$ cat config.mk
export PLATFORM = sky130hd
export DESIGN_NAME = cgct_top
export DESIGN_NICKNAME = d
export VERILOG_FILES = /design/src/rtl/cgct_pkg.sv /design/src/rtl/cgct_top.sv
export SDC_FILE = /design/constraint.sdc
export NUM_CORES = 1
export LEC_CHECK = 0
export BUFFER_PORTS_ARGS = -buffer_cell sky130_fd_sc_hd__buf_2
export CAP_MARGIN = 20
export CORE_MARGIN = 2
export CORE_UTILIZATION = 56
export CTS_BUF_LIST = sky130_fd_sc_hd__clkbuf_4
export DETAILED_ROUTE_END_ITERATION = 7
export PLACE_DENSITY_LB_ADDON = 0.3
export REMOVE_ABC_BUFFERS = 1
export SYNTH_ARGS = -nofsm -noshare
export SYNTH_HDL_FRONTEND = slang
export SYNTH_SLANG_ARGS = --single-unit
$ cat constraint.sdc
create_clock -name mclk_i -period 2.9 [get_ports mclk_i]
set_clock_uncertainty 0.2 [all_clocks]
set_input_delay 0.145 -clock mclk_i [delete_from_list [all_inputs] [get_ports mclk_i]]
set_output_delay 0.145 -clock mclk_i [all_outputs]
set_load 0.01 [all_outputs]
$ cat src/rtl/cgct_pkg.sv
/*
  constants, types and register map of the clock generator control and trim registers.
  assumes a simple strobe register port and source clocks sampled as levels on mclk_i.
*/
// What this block does
// bus clock is the selected source divided by 1, 2, 4 or 8; reset 2.
// bit 5 picks the high or low frequency range of the external reference.
// bit 4 picks high-gain or low-power operation of the oscillator.
// bit 3 powers the loop down while a bypassed mode is active.
// bit 2 takes the reference from the crystal, else from the external clock input.
// bit 1 gates the external reference clock output; inactive while clear.
// in stop the reference keeps running only if bit 0 and output or external mode.
// eight-bit binary-weighted trim sets the internal reference period; larger is longer.
// one extra fine-trim bit lives in the status and control register.
// software copies any stored factory trim into the trim register itself.
// two-bit source select: loop, internal, external; reserved code acts as loop.
// changing trim while locked in internal loop modes clears lock until reacquired.
// divider changes apply only at a period boundary, so no short bus clock pulse.
package cgct_pkg;

  // ===========================================================
  // register map
  localparam logic [7:0] CGCT_OFS_CTRL_ONE = 8'h00;
  localparam logic [7:0] CGCT_OFS_CTRL_TWO = 8'h01;
  localparam logic [7:0] CGCT_OFS_TRIM = 8'h02;
  localparam logic [7:0] CGCT_OFS_STATUS = 8'h03;

  // ===========================================================
  // reset values
  localparam logic [7:0] CGCT_RST_CTRL_ONE = 8'h00;
  localparam logic [7:0] CGCT_RST_CTRL_TWO = 8'h40;
  localparam logic [7:0] CGCT_RST_TRIM = 8'h80;
  localparam logic CGCT_RST_FINE = 1'b0;

  // ===========================================================
  // field positions
  localparam int CGCT_SRC_HI = 7;
  localparam int CGCT_SRC_LO = 6;
  localparam int CGCT_DIV_HI = 7;
  localparam int CGCT_DIV_LO = 6;
  localparam int CGCT_RANGE_BIT = 5;
  localparam int CGCT_GAIN_BIT = 4;
  localparam int CGCT_LP_BIT = 3;
  localparam int CGCT_XTAL_BIT = 2;
  localparam int CGCT_OUT_EN_BIT = 1;
  localparam int CGCT_KEEP_BIT = 0;
  localparam int CGCT_LOCK_BIT = 6;
  localparam int CGCT_FINE_BIT = 0;

  // ===========================================================
  // encodings
  localparam logic [1:0] CGCT_SRC_LOOP = 2'h0;
  localparam logic [1:0] CGCT_SRC_INT = 2'h1;
  localparam logic [1:0] CGCT_SRC_EXT = 2'h2;
  localparam logic [1:0] CGCT_DIV_BY1 = 2'h0;

  typedef enum logic [3:0] {
    loop_engaged_internal_mode,
    loop_bypassed_internal_mode,
    loop_engaged_external_mode,
    loop_bypassed_external_mode,
    pll_engaged_external_mode,
    pll_bypassed_external_mode,
    low_power_internal_bypass_mode,
    low_power_external_bypass_mode
  } cgct_mode_type;

  typedef struct packed {
    logic range_high;
    logic high_gain;
    logic use_crystal;
    logic enable;
  } cgct_osc_cfg_type;

endpackage

$ cat src/rtl/cgct_top.sv
/*
  clock generator second control, trim and related status/control registers, with bus divider,
  external reference gating, stop retention and lock clearing on trim change.
  assumes all clock inputs are slow enough to be sampled as levels by mclk_i.
*/
`timescale 1ns/1ps
module cgct_top
  import cgct_pkg::*;
#(
  parameter int ADDR_W = 8
) (
  input wire logic mclk_i,
  input wire logic arst_n_i,
  input wire logic [ADDR_W-1:0] reg_addr_i,
  input wire logic [7:0] reg_wdata_i,
  input wire logic reg_write_i,
  input wire logic reg_read_i,
  output logic [7:0] reg_rdata_o,
  input wire logic loop_clk_i,
  input wire logic int_ref_clk_i,
  input wire logic osc_clk_i,
  input wire logic ext_clk_i,
  input wire cgct_mode_type clk_mode_i,
  input wire logic stop_i,
  input wire logic loop_locked_i,
  output logic bus_clk_o,
  output logic ext_ref_output_clock_o,
  output logic ext_ref_running_o,
  output cgct_osc_cfg_type osc_cfg_o,
  output logic loop_power_down_o,
  output logic [8:0] int_ref_trim_o,
  output logic lock_status_o
);

  // ===========================================================
  // helpers
  function automatic logic [2:0] half_count(input logic [1:0] div);
    case (div)
      2'h1: half_count = 3'h1;
      2'h2: half_count = 3'h2;
      2'h3: half_count = 3'h4;
      default: half_count = 3'h1;
    endcase
  endfunction

  function automatic logic is_bypassed(input cgct_mode_type m);
    case (m)
      loop_bypassed_internal_mode,
      loop_bypassed_external_mode,
      pll_bypassed_external_mode,
      low_power_internal_bypass_mode,
      low_power_external_bypass_mode: is_bypassed = 1'b1;
      default: is_bypassed = 1'b0;
    endcase
  endfunction

  function automatic logic uses_ext_ref(input cgct_mode_type m);
    case (m)
      loop_engaged_external_mode,
      loop_bypassed_external_mode,
      pll_engaged_external_mode,
      pll_bypassed_external_mode,
      low_power_external_bypass_mode: uses_ext_ref = 1'b1;
      default: uses_ext_ref = 1'b0;
    endcase
  endfunction

  // ===========================================================
  // registers
  logic [7:0] ctrl_one_r;
  logic [7:0] ctrl_two_r;
  logic [7:0] trim_r;
  logic fine_r;
  logic [7:0] rdata_r;
  logic wr_one;
  logic wr_two;
  logic wr_trim;
  logic wr_stat;

  assign wr_one = reg_write_i && (reg_addr_i == ADDR_W'(CGCT_OFS_CTRL_ONE));
  assign wr_two = reg_write_i && (reg_addr_i == ADDR_W'(CGCT_OFS_CTRL_TWO));
  assign wr_trim = reg_write_i && (reg_addr_i == ADDR_W'(CGCT_OFS_TRIM));
  assign wr_stat = reg_write_i && (reg_addr_i == ADDR_W'(CGCT_OFS_STATUS));

  always_ff @(posedge mclk_i or negedge arst_n_i) begin
    if (!arst_n_i) begin
      ctrl_one_r <= CGCT_RST_CTRL_ONE;
      ctrl_two_r <= CGCT_RST_CTRL_TWO;
    end else begin
      if (wr_one) begin
        ctrl_one_r <= reg_wdata_i;
      end
      if (wr_two) begin
        ctrl_two_r <= reg_wdata_i;
      end
    end
  end

  // factory trim is not loaded here; boot software must copy it in
  always_ff @(posedge mclk_i or negedge arst_n_i) begin
    if (!arst_n_i) begin
      trim_r <= CGCT_RST_TRIM;
      fine_r <= CGCT_RST_FINE;
    end else begin
      if (wr_trim) begin
        trim_r <= reg_wdata_i;
      end
      if (wr_stat) begin
        fine_r <= reg_wdata_i[CGCT_FINE_BIT];
      end
    end
  end

  // read data stand only in the cycle after the strobe; unmapped reads give zero
  always_ff @(posedge mclk_i or negedge arst_n_i) begin
    if (!arst_n_i) begin
      rdata_r <= 8'h00;
    end else if (reg_read_i) begin
      case (reg_addr_i)
        ADDR_W'(CGCT_OFS_CTRL_ONE): rdata_r <= ctrl_one_r;
        ADDR_W'(CGCT_OFS_CTRL_TWO): rdata_r <= ctrl_two_r;
        ADDR_W'(CGCT_OFS_TRIM): rdata_r <= trim_r;
        ADDR_W'(CGCT_OFS_STATUS): rdata_r <= {1'b0, lock_status_o, 5'h00, fine_r};
        default: rdata_r <= 8'h00;
      endcase
    end else begin
      rdata_r <= 8'h00;
    end
  end
  assign reg_rdata_o = rdata_r;

  // ===========================================================
  // source select and bus divider
  logic [1:0] src_sel;
  logic ext_ref_src;
  logic src_clk;
  logic src_d_r;
  logic src_rise;
  logic [1:0] active_div_r;
  logic [2:0] cnt_r;
  logic bus_clk_r;
  logic at_boundary;
  logic half_done;

  assign src_sel = ctrl_one_r[CGCT_SRC_HI:CGCT_SRC_LO];
  assign ext_ref_src = ctrl_two_r[CGCT_XTAL_BIT] ? osc_clk_i : ext_clk_i;

  always_comb begin
    case (src_sel)
      CGCT_SRC_INT: src_clk = int_ref_clk_i;
      CGCT_SRC_EXT: src_clk = ext_ref_src;
      default: src_clk = loop_clk_i;
    endcase
  end

  always_ff @(posedge mclk_i or negedge arst_n_i) begin
    if (!arst_n_i) begin
      src_d_r <= 1'b0;
    end else begin
      src_d_r <= src_clk;
    end
  end
  assign src_rise = src_clk && !src_d_r;

  // a period starts where the output rises; the new ratio is taken only there, so
  // a change never cuts a high or low phase short
  assign half_done = (3'(cnt_r + 3'h1) == half_count(active_div_r));
  assign at_boundary = (active_div_r == CGCT_DIV_BY1) || (!bus_clk_r && half_done);

  always_ff @(posedge mclk_i or negedge arst_n_i) begin
    if (!arst_n_i) begin
      active_div_r <= CGCT_RST_CTRL_TWO[CGCT_DIV_HI:CGCT_DIV_LO];
      cnt_r <= 3'h0;
      bus_clk_r <= 1'b0;
    end else if (src_rise) begin
      if (at_boundary) begin
        active_div_r <= ctrl_two_r[CGCT_DIV_HI:CGCT_DIV_LO];
        cnt_r <= 3'h0;
        bus_clk_r <= 1'b1;
      end else if (half_done) begin
        cnt_r <= 3'h0;
        bus_clk_r <= !bus_clk_r;
      end else begin
        cnt_r <= 3'(cnt_r + 3'h1);
      end
    end else if (active_div_r == CGCT_DIV_BY1) begin
      bus_clk_r <= src_clk;
    end
  end
  assign bus_clk_o = bus_clk_r;

  // ===========================================================
  // external reference, stop retention, oscillator settings
  logic stop_d_r;
  logic keep_r;
  logic keep_cond;
  logic running;
  logic ext_out_r;
  logic ext_run_r;
  cgct_osc_cfg_type osc_cfg_r;
  logic lp_r;

  assign keep_cond = ctrl_two_r[CGCT_KEEP_BIT]
                     && (ctrl_two_r[CGCT_OUT_EN_BIT] || uses_ext_ref(clk_mode_i));

  // the retention decision is frozen at stop entry; the mode input means little once stopped
  always_ff @(posedge mclk_i or negedge arst_n_i) begin
    if (!arst_n_i) begin
      stop_d_r <= 1'b0;
      keep_r <= 1'b0;
    end else begin
      stop_d_r <= stop_i;
      if (stop_i && !stop_d_r) begin
        keep_r <= keep_cond;
      end
    end
  end

  assign running = (stop_i && !stop_d_r) ? keep_cond :
                   stop_i ? keep_r :
                   (ctrl_two_r[CGCT_OUT_EN_BIT] || uses_ext_ref(clk_mode_i));

  always_ff @(posedge mclk_i or negedge arst_n_i) begin
    if (!arst_n_i) begin
      ext_run_r <= 1'b0;
      ext_out_r <= 1'b0;
    end else begin
      ext_run_r <= running;
      ext_out_r <= ctrl_two_r[CGCT_OUT_EN_BIT] && running && ext_ref_src;
    end
  end
  assign ext_ref_running_o = ext_run_r;
  assign ext_ref_output_clock_o = ext_out_r;

  always_ff @(posedge mclk_i or negedge arst_n_i) begin
    if (!arst_n_i) begin
      osc_cfg_r <= '0;
      lp_r <= 1'b0;
    end else begin
      osc_cfg_r.range_high <= ctrl_two_r[CGCT_RANGE_BIT];
      osc_cfg_r.high_gain <= ctrl_two_r[CGCT_GAIN_BIT];
      osc_cfg_r.use_crystal <= ctrl_two_r[CGCT_XTAL_BIT];
      osc_cfg_r.enable <= running && ctrl_two_r[CGCT_XTAL_BIT];
      lp_r <= ctrl_two_r[CGCT_LP_BIT] && is_bypassed(clk_mode_i);
    end
  end
  assign osc_cfg_o = osc_cfg_r;
  assign loop_power_down_o = lp_r;

  // ===========================================================
  // trim output and lock status
  logic [8:0] trim_out_r;
  logic lock_r;
  logic blocked_r;
  logic trim_kill;

  always_ff @(posedge mclk_i or negedge arst_n_i) begin
    if (!arst_n_i) begin
      trim_out_r <= {CGCT_RST_TRIM, CGCT_RST_FINE};
    end else begin
      trim_out_r <= {trim_r, fine_r};
    end
  end
  assign int_ref_trim_o = trim_out_r;

  assign trim_kill = wr_trim && (reg_wdata_i != trim_r) && lock_r
                     && ((clk_mode_i == loop_engaged_internal_mode)
                         || (clk_mode_i == loop_bypassed_internal_mode));

  // lock stays clear until the loop drops and regains lock, since that is the only
  // reacquire evidence the loop gives us
  always_ff @(posedge mclk_i or negedge arst_n_i) begin
    if (!arst_n_i) begin
      blocked_r <= 1'b0;
      lock_r <= 1'b0;
    end else begin
      if (trim_kill) begin
        blocked_r <= 1'b1;
        lock_r <= 1'b0;
      end else begin
        if (!loop_locked_i) begin
          blocked_r <= 1'b0;
        end
        lock_r <= loop_locked_i && !blocked_r;
      end
    end
  end
  assign lock_status_o = lock_r;

  // ===========================================================
  // checks
  property p_div_apply;
    @(posedge mclk_i) disable iff (!arst_n_i)
    (src_rise && at_boundary) |=> (active_div_r == $past(ctrl_two_r[CGCT_DIV_HI:CGCT_DIV_LO])) && bus_clk_r;
  endproperty
  a_div_apply: assert property (p_div_apply) else $error("divider not applied at boundary");

  property p_div_hold;
    @(posedge mclk_i) disable iff (!arst_n_i)
    (!src_rise && active_div_r != CGCT_DIV_BY1) |=> $stable(bus_clk_r) && $stable(active_div_r);
  endproperty
  a_div_hold: assert property (p_div_hold) else $error("bus clock moved between source edges");

  property p_range;
    @(posedge mclk_i) disable iff (!arst_n_i)
    wr_two ##1 1 |=> osc_cfg_o.range_high == $past(reg_wdata_i[CGCT_RANGE_BIT], 2);
  endproperty
  a_range: assert property (p_range) else $error("range select not followed");

  property p_gain;
    @(posedge mclk_i) disable iff (!arst_n_i)
    wr_two ##1 1 |=> osc_cfg_o.high_gain == $past(reg_wdata_i[CGCT_GAIN_BIT], 2);
  endproperty
  a_gain: assert property (p_gain) else $error("gain select not followed");

  property p_lp;
    @(posedge mclk_i) disable iff (!arst_n_i)
    (ctrl_two_r[CGCT_LP_BIT] && clk_mode_i == loop_bypassed_external_mode) |=> loop_power_down_o;
  endproperty
  a_lp: assert property (p_lp) else $error("loop not powered down in bypass");

  property p_engaged_on;
    @(posedge mclk_i) disable iff (!arst_n_i)
    (clk_mode_i == loop_engaged_internal_mode) |=> !loop_power_down_o;
  endproperty
  a_engaged_on: assert property (p_engaged_on) else $error("loop powered down while engaged");

  property p_out_gate;
    @(posedge mclk_i) disable iff (!arst_n_i)
    !ctrl_two_r[CGCT_OUT_EN_BIT] |=> !ext_ref_output_clock_o;
  endproperty
  a_out_gate: assert property (p_out_gate) else $error("reference output active while disabled");

  property p_out_follow;
    @(posedge mclk_i) disable iff (!arst_n_i)
    (ctrl_two_r[CGCT_OUT_EN_BIT] && !stop_i) |=> ext_ref_output_clock_o == $past(ext_ref_src);
  endproperty
  a_out_follow: assert property (p_out_follow) else $error("reference output not following source");

  property p_stop_off;
    @(posedge mclk_i) disable iff (!arst_n_i)
    (stop_i && !stop_d_r && !ctrl_two_r[CGCT_KEEP_BIT]) ##1 stop_i |=> !ext_ref_running_o;
  endproperty
  a_stop_off: assert property (p_stop_off) else $error("reference kept in stop without retention");

  property p_trim_out;
    @(posedge mclk_i) disable iff (!arst_n_i)
    wr_trim |=> ##1 int_ref_trim_o[8:1] == $past(reg_wdata_i, 2);
  endproperty
  a_trim_out: assert property (p_trim_out) else $error("trim not reaching output");

  property p_fine_out;
    @(posedge mclk_i) disable iff (!arst_n_i)
    wr_stat |=> ##1 int_ref_trim_o[0] == $past(reg_wdata_i[CGCT_FINE_BIT], 2);
  endproperty
  a_fine_out: assert property (p_fine_out) else $error("fine trim not reaching output");

  property p_lock_clear;
    @(posedge mclk_i) disable iff (!arst_n_i)
    trim_kill |=> !lock_status_o ##1 !lock_status_o;
  endproperty
  a_lock_clear: assert property (p_lock_clear) else $error("lock not cleared by trim change");

endmodule

==> results.md <==
* Status: finished, final reports clean
* First-pass GRT wire length at roughly 8400 µm
* Number of DRC markers in iteration 0 at a little under 80
* Via count at 1814
* Io pins at 56
* DRC Markers at 0
* Top FF cell, synth: dfrtp_1
* Vias per cell at ~5.4
* Worst-Margin Slew at between 0.5 and 0.6 ns
* Post-Syn Area at between 2000 and 3000 µm²
* Clock buffer depth at 2
* FFs w/ async S/R, synth at 100%
* Max Cap Viol at 0
* Htree depth at 3
* Worst setup SP type: input pin
* Final HPWL DP at 3470 µm
* CP startpoint: clk_mode_i[3]
* CP Max Fanout at 3
* CP Class: input pin to flip-flop
* Worst setup path end: blocked_r
* Port Buffers at 55
* Clock root buffer: clkbuf_4
* Postcts setup bufs at 0
* Grt ovf at 0
* Area growth syn-to-layout at 23.8%
* Worst Setup End Kind: flip-flop
* Final Net Count at 313
* Initial Util at about three fifths
* Hold Crit Class: input pin to flip-flop
* Fillers at 306
* CORE AREA at about 4400 µm²
* Reg2reg setup slack at 0.73 ns
* Worst reg2reg path startpoint: lock_status_o
* Static Leakage at around 1.7 nW
* YS warnings at 0
* Clock transition at path regs at around 0.10 ns
* Avg WL per Cell at approximately 15 µm
* Final wirelength at between 4000 and 5000 µm
* Row cnt at 24
* Post_cts resized at 0
* Final worst setup slack at approximately 0.65 ns
* Worst Min Path Start: reg_addr_i[0]
* Largest net degree at the start of global routing at 37
* GRT Util Overall at 22.0%
* CTS tree: done
* Vias in the first global route at between 1500 and 2000
* Yosys cell types at 46
* Crit path required time at around 3.0 ns
* Die Wd at about 70 µm
* Pwr per Cell Area at around 490 nW/µm²
* Worst-Skew Late Latency at between 0.3 and 0.4 ns
* Achievable Freq at between 400 and 500 MHz
* Clk sinks at 60
* Cts bufs inserted at 9
* Syn Inst Count at around 200
* Routability cong. at 0.822
* Share of cells above drive strength 1 at between 30% and 40%
* Antenna diode count at 0
* Final setup violation count at 0
* Slew headroom at ~63%
* Depth of the most critical reg-to-reg path at 4
* #FFs+latches synth at 60
* Min Tclk post-route at 2.25 ns
* Pre-Repair DR Iteration Count at 4
* Maximum vdd drop at about 0.32 mV
* Crit path DAT at 2.39 ns
* Post-synth EDFFs at 0
* Post-DRT Antenna Nets at 0
* Final Util at between 70% and 80%
* Syn avg cell area at ~13 µm²
* Setup repair after global routing missed its margin: no
* Post-CTS Hold Buffers at 18
* Setup TNS Final at 0 ns
* Crit share post-route at 77.7%
* Antenna violations before repair at 0
* Share of the yosys chip area belonging to registers at 58.4%
* Die area at 5160 µm²
* Final hold vios at 0
* Pre-CTS setup slack at between 0.7 and 0.8 ns
* Max Transition Viols Final at 0
* Die height at 71.9 µm
* R2R Path End: blocked_r
Yosys cell counts, types with 3 or more instances:
cell type | instances | share of area [%]
mux2i_1 | 6 | 2.3
nor4_1 | 3 | 0.73
dfrtp_1 | 56 | 54
o21ai_0 | 3 | 0.58
nand2_1 | 10 | 1.5
o21ai_1 | 5 | 0.97
a21oi_1 | 9 | 1.7
ha_1 | 3 | 1.5
nor2_1 | 19 | 2.8
xor2_1 | 8 | 2.7
mux2_2 | 5 | 2.2
inv_1 | 3 | 0.44
dfstp_2 | 4 | 4.1
mux2_1 | 18 | 7.9
nor2b_1 | 4 | 0.97
area by class of cell:
class / count / area (µm²) / share of cell area, %
Clock buffer: 12 / 90.1 / 2.82
Clock inverter: 4 / 17.5 / 0.549
Inverter: 3 / 11.3 / 0.353
Multi-Input combinational cell: 130 / 1020 / 32.1
Sequential cell: 60 / 1510 / 47.2
Tap cell: 52 / 65.1 / 2.04
Timing Repair Buffer: 76 / 478 / 15.0
state kept, by name, summed over array words and instances, names as in the netlist:
name and flops:
active_div_r 2, blocked_r 1, bus_clk_o 1, cnt_r 3, ctrl_one_r 8, ctrl_two_r 8
ext_ref_output_clock_o 1, ext_ref_running_o 1, fine_r 1, int_ref_trim_o 9, keep_r 1, lock_status_o 1
loop_power_down_o 1, osc_cfg_o 4, reg_rdata_o 8, src_d_r 1, stop_d_r 1, trim_r 8
cell usage in the layout, fill, tap and decap left out, types with 5 or more instances in the layout:
cell,n
a21oi_1,9
buf_2,55
clkbuf_4,12
dfrtp_1,56
dlygate4sd3_1,18
mux2_1,18
mux2_2,5
mux2i_1,6
nand2_1,10
nor2_1,19
o21ai_1,5
xor2_1,8
how the worst min path moves through the flow:
| stage | slack, ns | cells after the start | end |
|---|---|---|---|
| after floorplan | -0.35 | 0 | active_div_r[1] |
| after global placement | -0.04 | 2 | int_ref_trim_o[2] |
| after detailed placement | -0.04 | 2 | int_ref_trim_o[2] |
| after CTS | 0.006 | 3 | fine_r |
| after global routing | 0.04 | 3 | fine_r |
| final | 0.03 | 3 | fine_r |
cells by family after synthesis:
kind of cell,count (synthesis),synth area share [%]
buf+inv,8,1.84
simple gates,56,11.9
compound gates,29,7.47
xor+xnor,9,3.35
fa+ha+maj,3,1.46
flops,60,58.4
mux,33,15.6
critical path: stages:
cell and delay (ns):
dlygate4sd3_1 0.53, buf_2 0.14, or4b_2 0.65, a211oi_1 0.27, a21o_1 0.12, dlygate4sd3_1 0.53
per-layer routing:
metal / routed length, µm / part of all wire (%) / global-route usage, % / vias to the layer above
li1: - / - / - / 876
met1: 2150 / 43 / 29.3 / 879
met2: 2430 / 49 / 33.0 / 47
met3: 222 / 4.5 / 5.20 / 12
met4: 153 / 3.1 / 13.4 / 0
met5: 0 / 0 / 0 / -
report_power, final:
group / internal [mW] / total [mW] / leakage, nW / switching (mW)
logic: 0.0934 / 0.191 / 0.825 / 0.0975
registers: 0.874 / 0.899 / 0.798 / 0.0253
clock network: 0.197 / 0.473 / 0.0662 / 0.275
per-stage QoR:
stage,hold WS (ns),cells,cell area (µm²),power [mW]
5_1_grt,0.0442,337,3190,1.64
4_1_cts,0.00632,337,3190,1.58
3_5_place_dp,-0.0421,303,2910,1.09
2_1_floorplan,-0.351,193,2540,1.00
3_3_place_gp,-0.0444,303,2910,1.08
6_report,0.0257,337,3190,1.56
No activity file was read; power rests on OpenSTA's default activity.
